--- src/design/abu_pkg.sv ---
// Behaviour
// - after return-from-exception, mask interrupts one instruction
// - cycle select 00 breaks on execution cycles
// - address compare 000 compares full 16 bits
// - data compare 00 ignores the data bus
// - flag sets when all selected conditions match
// - flag clears on zero write after read-one
// - break interrupt enable masks or passes request
// - status bits five to zero read one
// - break address is one 16-bit value
package abu_pkg;
   // ---------------------------------------------
   // register indices; byte address is four times the index
   // ---------------------------------------------
   localparam logic [15:0] ABU_IDX_CTRL   = 16'hffc8;
   localparam logic [15:0] ABU_IDX_STAT   = 16'hffc9;
   localparam logic [15:0] ABU_IDX_BADDR  = 16'hffca;
   localparam logic [15:0] ABU_IDX_BDATA  = 16'hffcc;
   localparam logic [15:0] ABU_IDX_EVT    = 16'hffcd;
   localparam logic [15:0] ABU_IDX_EMASK  = 16'hffce;
   localparam int          ABU_AW         = 18;

   // ---------------------------------------------
   // field positions
   // ---------------------------------------------
   localparam int ABU_CTRL_RTINT = 7;
   localparam int ABU_CSEL_HI    = 6;
   localparam int ABU_CSEL_LO    = 5;
   localparam int ABU_ACMP_HI    = 4;
   localparam int ABU_ACMP_LO    = 2;
   localparam int ABU_DCMP_HI    = 1;
   localparam int ABU_DCMP_LO    = 0;
   localparam int ABU_STAT_FLAG  = 7;
   localparam int ABU_STAT_IE    = 6;
   localparam int ABU_EVT_MATCH  = 0;
   localparam int ABU_EVT_RTE    = 1;

   // ---------------------------------------------
   // reset values and fixed read values
   // ---------------------------------------------
   localparam logic [7:0]  ABU_CTRL_RST  = 8'h00;
   localparam logic [15:0] ABU_BADDR_RST = 16'h0000;
   localparam logic [15:0] ABU_BDATA_RST = 16'h0000;
   localparam logic [1:0]  ABU_EVT_RST   = 2'h0;
   localparam logic [5:0]  ABU_STAT_RSVD = 6'h3f;

   // ---------------------------------------------
   // condition encodings
   // ---------------------------------------------
   localparam logic [1:0] ABU_CSEL_EXEC  = 2'h0;
   localparam logic [1:0] ABU_CSEL_RD    = 2'h1;
   localparam logic [1:0] ABU_CSEL_WR    = 2'h2;
   localparam logic [2:0] ABU_ACMP_FULL  = 3'h0;
   localparam logic [1:0] ABU_DCMP_NONE  = 2'h0;
   localparam logic [1:0] ABU_DCMP_LOW   = 2'h1;
   localparam logic [1:0] ABU_DCMP_HIGH  = 2'h2;
endpackage : abu_pkg

--- src/design/abu_top.sv ---
module abu_top
   import abu_pkg::*;
(
   input  wire logic              clk,
   input  wire logic              arst_n,
   // apb slave
   input  wire logic              psel,
   input  wire logic              penable,
   input  wire logic              pwrite,
   input  wire logic [ABU_AW-1:0] paddr,
   input  wire logic [31:0]       pwdata,
   output logic      [31:0]       prdata,
   output logic                   pready,
   output logic                   pslverr,
   // cpu core internal buses
   input  wire logic [15:0]       cpu_addr,
   input  wire logic [15:0]       cpu_data,
   input  wire logic              cpu_exec,
   input  wire logic              cpu_rd,
   input  wire logic              cpu_wr,
   input  wire logic              cpu_rte,
   input  wire logic              cpu_instr_done,
   // outputs to the core
   output logic                   rte_mask,
   output logic                   break_irq,
   output logic                   irq
);

   // ---------------------------------------------
   // state
   // ---------------------------------------------
   typedef struct packed {
      logic [7:0]  ctrl;
      logic        flag;
      logic        ie;
      logic        armed;
      logic [15:0] baddr;
      logic [15:0] bdata;
      logic [1:0]  evt;
      logic [1:0]  emask;
      logic        rte_mask;
      logic        pready;
      logic [31:0] prdata;
      logic        pslverr;
      logic        break_irq;
      logic        irq;
   } abu_state_s;

   abu_state_s st_r;
   abu_state_s st_nxt;

   // ---------------------------------------------
   // decode helpers
   // ---------------------------------------------
   // word index from byte address; low two bits ignored
   function automatic logic [15:0] abu_idx(input logic [ABU_AW-1:0] a);
      abu_idx = a[ABU_AW-1:2];
   endfunction : abu_idx

   function automatic logic abu_hit(input logic [ABU_AW-1:0] a);
      logic [15:0] i;
      i = abu_idx(a);
      abu_hit = (i == ABU_IDX_CTRL) || (i == ABU_IDX_STAT) || (i == ABU_IDX_BADDR)
             || (i == ABU_IDX_BDATA) || (i == ABU_IDX_EVT) || (i == ABU_IDX_EMASK);
   endfunction : abu_hit

   // ---------------------------------------------
   // break condition
   // ---------------------------------------------
   logic [1:0] csel;
   logic [2:0] acmp;
   logic [1:0] dcmp;
   logic       cyc_ok;
   logic       addr_ok;
   logic       data_ok;
   logic       match;

   assign csel = st_r.ctrl[ABU_CSEL_HI:ABU_CSEL_LO];
   assign acmp = st_r.ctrl[ABU_ACMP_HI:ABU_ACMP_LO];
   assign dcmp = st_r.ctrl[ABU_DCMP_HI:ABU_DCMP_LO];

   // cycle qualifier picked by the cycle select code
   always_comb begin
      case (csel)
         ABU_CSEL_EXEC: cyc_ok = cpu_exec;
         ABU_CSEL_RD:   cyc_ok = cpu_rd;
         ABU_CSEL_WR:   cyc_ok = cpu_wr;
         default:       cyc_ok = cpu_rd | cpu_wr;
      endcase
   end

   // other codes only look at the upper byte, a page-wide break
   always_comb begin
      if (acmp == ABU_ACMP_FULL) begin
         addr_ok = (cpu_addr == st_r.baddr);
      end else begin
         addr_ok = (cpu_addr[15:8] == st_r.baddr[15:8]);
      end
   end

   // data term is forced true when comparison is off
   always_comb begin
      case (dcmp)
         ABU_DCMP_NONE: data_ok = 1'b1;
         ABU_DCMP_LOW:  data_ok = (cpu_data[7:0] == st_r.bdata[7:0]);
         ABU_DCMP_HIGH: data_ok = (cpu_data[15:8] == st_r.bdata[15:8]);
         default:       data_ok = (cpu_data == st_r.bdata);
      endcase
   end

   assign match = cyc_ok & addr_ok & data_ok;

   // ---------------------------------------------
   // apb phases
   // ---------------------------------------------
   // access answered one cycle late so prdata comes from a flop
   logic        acc_first;
   logic        acc_done;
   logic        wr_done;
   logic        rd_done;
   logic [15:0] idx;
   logic [31:0] rd_word;

   assign acc_first = psel & penable & ~st_r.pready;
   assign acc_done  = psel & penable & st_r.pready;
   assign wr_done   = acc_done & pwrite & abu_hit(paddr);
   assign rd_done   = acc_done & ~pwrite & abu_hit(paddr);
   assign idx       = abu_idx(paddr);

   // read mux; reserved status bits read as ones
   always_comb begin
      rd_word = 32'h0000_0000;
      case (idx)
         ABU_IDX_CTRL:  rd_word[7:0]  = st_r.ctrl;
         ABU_IDX_STAT:  rd_word[7:0]  = {st_r.flag, st_r.ie, ABU_STAT_RSVD};
         ABU_IDX_BADDR: rd_word[15:0] = st_r.baddr;
         ABU_IDX_BDATA: rd_word[15:0] = st_r.bdata;
         ABU_IDX_EVT:   rd_word[1:0]  = st_r.evt;
         ABU_IDX_EMASK: rd_word[1:0]  = st_r.emask;
         default:       rd_word       = 32'h0000_0000;
      endcase
   end

   // ---------------------------------------------
   // next state
   // ---------------------------------------------
   logic wr_stat;
   logic clr_flag;
   logic rte_evt;

   assign wr_stat  = wr_done && (idx == ABU_IDX_STAT);
   // a zero write clears only after the flag was read as one
   assign clr_flag = wr_stat & ~pwdata[ABU_STAT_FLAG] & st_r.armed;
   assign rte_evt  = cpu_rte & ~st_r.ctrl[ABU_CTRL_RTINT];

   always_comb begin
      st_nxt = st_r;

      // bus handshake
      st_nxt.pready = acc_first;
      if (acc_first) begin
         st_nxt.prdata  = pwrite ? 32'h0000_0000 : rd_word;
         st_nxt.pslverr = ~abu_hit(paddr);
      end else begin
         st_nxt.prdata  = 32'h0000_0000;
         st_nxt.pslverr = 1'b0;
      end

      // register writes
      if (wr_done) begin
         case (idx)
            ABU_IDX_CTRL:  st_nxt.ctrl  = pwdata[7:0];
            ABU_IDX_STAT:  st_nxt.ie    = pwdata[ABU_STAT_IE];
            ABU_IDX_BADDR: st_nxt.baddr = pwdata[15:0];
            ABU_IDX_BDATA: st_nxt.bdata = pwdata[15:0];
            ABU_IDX_EMASK: st_nxt.emask = pwdata[1:0];
            default:       st_nxt.ctrl  = st_r.ctrl;
         endcase
      end

      // arm only on the flag value the read returned; a flag set during
      // the access phase was never seen by software and must not arm
      if (rd_done && (idx == ABU_IDX_STAT) && st_r.prdata[ABU_STAT_FLAG]) begin
         st_nxt.armed = 1'b1;
      end else if (clr_flag) begin
         st_nxt.armed = 1'b0;
      end

      // set beats clear in the same cycle
      if (match) begin
         st_nxt.flag = 1'b1;
      end else if (clr_flag) begin
         st_nxt.flag = 1'b0;
      end

      // sticky events, write one to clear, set wins
      if (wr_done && (idx == ABU_IDX_EVT)) begin
         st_nxt.evt = st_r.evt & ~pwdata[1:0];
      end
      if (match) begin
         st_nxt.evt[ABU_EVT_MATCH] = 1'b1;
      end
      if (rte_evt) begin
         st_nxt.evt[ABU_EVT_RTE] = 1'b1;
      end

      // hold-off after return: lifts when one more instruction retires
      if (rte_evt) begin
         st_nxt.rte_mask = 1'b1;
      end else if (cpu_instr_done) begin
         st_nxt.rte_mask = 1'b0;
      end

      // outputs follow the state just computed
      st_nxt.break_irq = st_nxt.flag & st_nxt.ie;
      st_nxt.irq = st_nxt.break_irq | (|(st_nxt.evt & st_nxt.emask));
   end

   // ---------------------------------------------
   // state register
   // ---------------------------------------------
   always_ff @(posedge clk or negedge arst_n) begin
      if (!arst_n) begin
         st_r          <= '0;
         st_r.ctrl     <= ABU_CTRL_RST;
         st_r.baddr    <= ABU_BADDR_RST;
         st_r.bdata    <= ABU_BDATA_RST;
         st_r.evt      <= ABU_EVT_RST;
      end else begin
         st_r <= st_nxt;
      end
   end

   assign prdata    = st_r.prdata;
   assign pready    = st_r.pready;
   assign pslverr   = st_r.pslverr;
   assign rte_mask  = st_r.rte_mask;
   assign break_irq = st_r.break_irq;
   assign irq       = st_r.irq;
endmodule : abu_top

--- config.mk ---
export PLATFORM = sky130hd
export DESIGN_NAME = abu_top
export DESIGN_NICKNAME = d
export VERILOG_FILES = /design/src/design/abu_pkg.sv /design/src/design/abu_top.sv
export SDC_FILE = /design/constraint.sdc
export NUM_CORES = 1
export LEC_CHECK = 0
export BUFFER_PORTS_ARGS = -buffer_cell sky130_fd_sc_hd__buf_2
export CAP_MARGIN = 20
export CELL_PAD_IN_SITES_DETAIL_PLACEMENT = 1
export CELL_PAD_IN_SITES_GLOBAL_PLACEMENT = 1
export CORE_MARGIN = 3
export CORE_UTILIZATION = 38
export DETAILED_ROUTE_END_ITERATION = 8
export GPL_ROUTABILITY_DRIVEN = 0
export GPL_TIMING_DRIVEN = 0
export PLACE_DENSITY = 0.92
export SETUP_SLACK_MARGIN = 0.5
export SLEW_MARGIN = 20
export SYNTH_ARGS = -nofsm -noshare
export SYNTH_HDL_FRONTEND = slang
export SYNTH_SLANG_ARGS = --single-unit
--- constraint.sdc ---
create_clock -name clk -period 2.2 [get_ports clk]
set_input_delay 0.44 -clock clk [delete_from_list [all_inputs] [get_ports clk]]
set_output_delay 0.44 -clock clk [all_outputs]
set_load 0.05 [all_outputs]
==> results of run 1 <==
flip-flops by register name, summed over array words and instances (netlist names):
register / count
st_r: 40
csel: 2
pslverr: 1
irq: 1
break_irq: 1
acmp: 3
dcmp: 2
rte_mask: 1
prdata: 16
pready: 1
synth_stat cells (2+ instances only):
cell       n  area [sq um]
nand4_1   11          68.8
nor4_2     3          37.5
nand2b_1   4          25.0
mux2_2    41           462
dfrtp_1   68          1700
o31ai_1    2          15.0
nand2_1   15          56.3
a31oi_1    4          25.0
a222oi_1   2          20.0
nor2_1    17          63.8
a21boi_0   3          22.5
buf_4     32           240
and4_1     2          17.5
a21oi_1    8          40.0
buf_2      5          25.0
nand3_1    7          35.0
o21ai_0    8          40.0
xnor2_1   32           280
inv_1      4          15.0
a22oi_1   16           120
o22ai_1    2          12.5
clkbuf_1   3          11.3
or4_1      2          15.0
nor3_1     6          30.0
logic make-up (layout without fill, tap and decap cells):
kind of cell / after synthesis / count (layout) / share of synthesized area [%]
mux: 43 / 43 / 13.5
compound gates: 48 / 48 / 8.93
other cells: 1 / 17 / 0.104
flops: 68 / 68 / 47.2
xor+xnor: 32 / 32 / 7.78
fa+ha+maj: 1 / 1 / 0.278
buf+inv: 46 / 192 / 8.51
simple gates: 82 / 82 / 13.7
through the flow:
step / TNS, ps / instance area (sq um)
3_5_place_dp: -6950 / 4370
3_3_place_gp: -4170 / 4350
2_1_floorplan: 0 / 3720
5_1_grt: 0 / 5290
6_report: 0 / 5300
4_1_cts: 0 / 4930
report_power, final:
part	switching, mW	internal [mW]
clock network	0.529	0.753
logic	0.224	0.124
registers	0.00231	1.25
cell type report:
type                            instances  area [sq um]  share of cell area [%]
Clock buffer                           10           128                    2.41
Inverter                                4          15.0                   0.284
Antenna cell                            1          2.50                  0.0473
Multi-Input combinational cell        222          1990                    37.6
Sequential cell                        68          1700                    32.2
Clock inverter                          6           113                    2.13
Timing Repair Buffer                  130           856                    16.2
Buffer                                 42           330                    6.24
Tap cell                              126           158                    2.98
path summary, 6_finish.rpt:
check	start	slack, ps	cells past startpoint	endpoint
worst max-delay path	csel[0]	280	6	irq
worst max register to register	csel[0]	280	6	irq
max in group asynchronous	arst_n	1640	2	st_r[48]
worst min register to register	rte_mask	530	2	rte_mask
worst min-delay path	arst_n	-2	1	st_r[40]
min in group clk	cpu_instr_done	250	2	rte_mask
routing by layer:
layer	track usage [%]	wire, um
met1	32.7	6230
met2	42.7	7460
met3	4.23	1180
met4	15.4	792
met5	0	0
what timing repair did:
item	in CTS	in global routing
pin swaps	18	26
setup endpoints to repair	57	59
resized for setup	35	52
cloned	1	0
setup buffers	18	16
endpoints found under the hold margin	0	0
==> flow_summary.toml, run 1 <==
[yosys]
synth-seq-area-share_pct = 47.2
postSynth.asyncResetShare_pct = 100
syn_inst = 321
yosysWarnings = 0
ys_ff_latch = 68
syn_avg_cell_area_sq_um = 11.2
synth.distinct_cells = 48
netlist_area_sq_um = 3600
synth_edf_count = 0
synthFlopType = "dfrtp_1"

[status]
status = "complete, but fails checks"
violations = "negative hold slack"

[finish]
fin_cells = 609
area_growth_pct = 47.0
drive_gt1_share_pct = 58.1
nNetsFinal = 569
utilization_pct = 59.0
layout_common_cells = "93 x buf_2, 66 x dfrtp_1, 54 x buf_4"
fillers = 956
final_common_cell = "buf_2"

[global_route]
grt_use_total_pct = 26.2
antenna_found_initial = 0
grt_overflow = 0
grt_max_degree = 41
grt_pass1_vias = 3521
grt_pass1_wl_um = 20500

[clock_tree]
cts_buffers = 9
cts.clk_slew.worst_paths_ps = 80
clockBufferDepth = 2
cts_hold_buf = 0
h-tree-depth = 3
cts_tree = "done"
numClockSinks = 68
root_buffer = "clkbuf_8"
worstSkewPairLatency_ps = 370

[power_and_ir_drop]
power.leakage_nw = 2.54
ir_drop_uv = 360
finalPower_mw = 2.88
power.density_nw_per_um2 = 545

[timing]
setup_ws_ps = 282
holdWs_ps = -1.57
hold_viol_final = 3
post-route-period-util_pct = 87.2
rsz0062_at_grt = "true"
final-max-slew-violation-count = 0
skew_ps = 12.3
min_period_ps = 1920
max_freq_mhz = 521
finalSetupViolations = 0

[setup_path]
worst_ep_required_time_ps = 2440
slowest_delay_ps = 500
critical-path-top-delay-family = "simple AND/OR/NAND/NOR gates"
path_class = "flip-flop to flip-flop"
critPathArrivalTime_ps = 2150
path_cells = "nor3b_2 -> a221oi_1 -> nor3_1 -> nand4_1 -> a21oi_1 -> or4_1"
cp.buffers_inverters = 0
endpoint_kind = "flip-flop"
cp_max_fo = 4
critPathLaunchType = "flip-flop"
crit_slowest_cell = "or4_1"

[route]
drtPass1Iterations = 5
drc = 0
viasPerCell = 5.68
ant_nets = 0
vias = 3461
routed_wl_um = 15700
wire_per_inst_um = 25.7
drt-initial-drc-count = 270

[place]
dp_hpwl_um = 8380
place_inst = 557
place.port_buffers = 94
pre_cts_ws_ps = -498

[floorplan]
die-height_um = 103
io_pins = 129
rows = 34
core_sq_um = 8980
initial_core_util_pct = 40.1
die_x_um = 103
dieArea_sq_um = 10700

[run]
drv_cap = 0

[hold_path]
min_path_type = "input pin to async pin"
Note: power is estimated with default switching activity, not from simulation.
==> run 2: changes to the inputs <==
==> constraint.sdc (replaced) <==
create_clock -name clk -period 2.15 [get_ports clk]
set_input_delay 0.43 -clock clk [delete_from_list [all_inputs] [get_ports clk]]
set_output_delay 0.43 -clock clk [all_outputs]
set_load 0.05 [all_outputs]
==> run 2 against run 1 <==
Highest routed layer unchanged. Clock-buffer cell count is the same. Sequential power barely moved. Clock power hardly changed. Wire length rose by 1.9%. Global-route usage is 1.1 points higher. Critical path type unchanged. The run still ends with negative hold slack left. Largest cell class unchanged. Clock skew fell by 3.0 ps. Via count up 0.12%. Critical path depth shrank 1. Sequential cell count unchanged. Worst hold slack about the same.
==> flow_summary.toml, run 2 (same netlist as run 1, synthesis figures left out) <==
[timing]
holdWs_ps = -1.30
worst_pin_slew_ps = 836
final-max-slew-violation-count = 0
finalSetupViolations = 0
max_slew_margin_pct = 44.3
skew_ps = 9.31
max_freq_mhz = 507
post-route-period-util_pct = 91.7
hold_viol_final = 3
rsz0062_at_grt = "true"
min_period_ps = 1970

[setup_path]
r2r_setup_slack_ps = 180
worst_ep_required_time_ps = 2380
worstReg2RegStart = "pready"
critPathLaunchType = "flip-flop"
r2r-end = "acmp[2]"
critPathArrivalTime_ps = 2210
r2r_cells = 5
cp_max_fo = 8
endpoint_kind = "flip-flop"
path_class = "flip-flop to flip-flop"

[power_and_ir_drop]
p_sw_share_pct = 25.8
ir_drop_uv = 403
p_clk_share_pct = 44.2
cellInternalPower_mw = 2.18
power.density_nw_per_um2 = 552
sequentialPowerShare_pct = 43.7
comb_power_share_pct = 12.1
power.leakage_nw = 2.53
switchingPower_uw = 758

[global_route]
grt_pass1_wl_um = 21100
grt_pass1_vias = 3504
grt_overflow = 0
grt_max_degree = 41
grt_use_total_pct = 27.3
antenna_found_initial = 1

[route]
drtPass1Iterations = 5
vias = 3465
wire_per_inst_um = 26.3
routed_wl_um = 16000
drt-initial-drc-count = 341
ant_nets = 0
viasPerCell = 5.71
drc = 0

[clock_tree]
cts_buffers = 9
h-tree-depth = 3
cts_tree = "done"
root_buffer = "clkbuf_8"
numClockSinks = 68
cts.clk_slew.worst_paths_ps = 80
worstSkewPairLatency_ps = 350
clockBufferDepth = 2

[finish]
ff_latch_area_sq_um = 1710
nNetsFinal = 566
fin_area_sq_um = 5320
fin_cells = 607
multiInputGateArea_sq_um = 2030
final_common_cell = "buf_2"
largest_register_ffs = 40
drive_gt1_share_pct = 58.0
area_growth_pct = 47.7
layout_common_cells = "92 x buf_2, 65 x dfrtp_1, 53 x buf_4"
regMostFlops = "st_r"
fillers = 965

[place]
place.port_buffers = 94
placed_area_sq_um = 4370
dp_hpwl_um = 8380
place_inst = 557

[status]
status = "complete, but fails checks"
violations = "negative hold slack"

[floorplan]
initial_core_util_pct = 40.1
die_x_um = 103
core_sq_um = 8980
rows = 34
dieArea_sq_um = 10700
io_pins = 129
die-height_um = 103

[run]
drv_cap = 0

[hold_path]
min_path_type = "input pin to async pin"
==> run 2: power by group through the flow <==
stage	Combinational (mW)	Sequential [mW]	Clock (mW)
floorplan	0.149	1.32	0
global placement	0.292	1.31	0
detailed placement	0.307	1.31	0
CTS	0.323	1.28	1.29
global route	0.373	1.28	1.36
finish	0.356	1.28	1.30
==> run 2: how the worst max path moves through the flow <==
stage / endpoint / slack, ps / from / depth (start not counted)
after floorplan: irq / 170 / paddr[7] / 7
after global placement: prdata[0] / -360 / paddr[7] / 7
after detailed placement: prdata[0] / -540 / paddr[7] / 7
after CTS: irq / 310 / paddr[6] / 8
after global routing: irq / 170 / pready / 6
final: acmp[2] / 180 / pready / 5
==> run 2: cell type report <==
class,count,area share (%)
Antenna cell,2,0.0941
Buffer,42,6.37
Clock buffer,10,2.40
Clock inverter,6,2.12
Inverter,4,0.282
Multi-Input combinational cell,222,38.1
Sequential cell,68,32.1
Tap cell,126,2.96
Timing Repair Buffer,127,15.6
==> run 2: worst max-delay path, stage by stage, from the launching register on <==
cell	delay, ps
dfrtp_2	400
nand4_4	170
or4_4	570
nor2_4	190
buf_12	160
mux2_2	350
==> run 2: through the flow <==
step	setup TNS [ps]	utilization, %	power (mW)	setup WS, ps
global route	0	59.2	3.02	169
finish	0	59.3	2.94	179
global placement	-5560	48.4	1.60	-356
CTS	0	55.3	2.90	312
floorplan	0	-	1.47	165
detailed placement	-8690	48.7	1.62	-538
==> run 2: timing repair <==
action / CTS / global route
buffers inserted: 18 / 12
gates cloned: 1 / 1
resized for setup: 46 / 63
pin swaps: 17 / 24
hold endpoints to repair: 0 / 0
hold buffers: 0 / 0
setup endpoints to repair: 59 / 59
==> run 2: per-layer routing <==
metal / vias to the layer above / track usage [%] / share of wire, %
met5: - / 0 / 0
met4: 0 / 16.3 / 6.7
li1: 1424 / - / -
met2: 241 / 44.1 / 47
met1: 1719 / 33.2 / 39
met3: 81 / 6.30 / 6.9
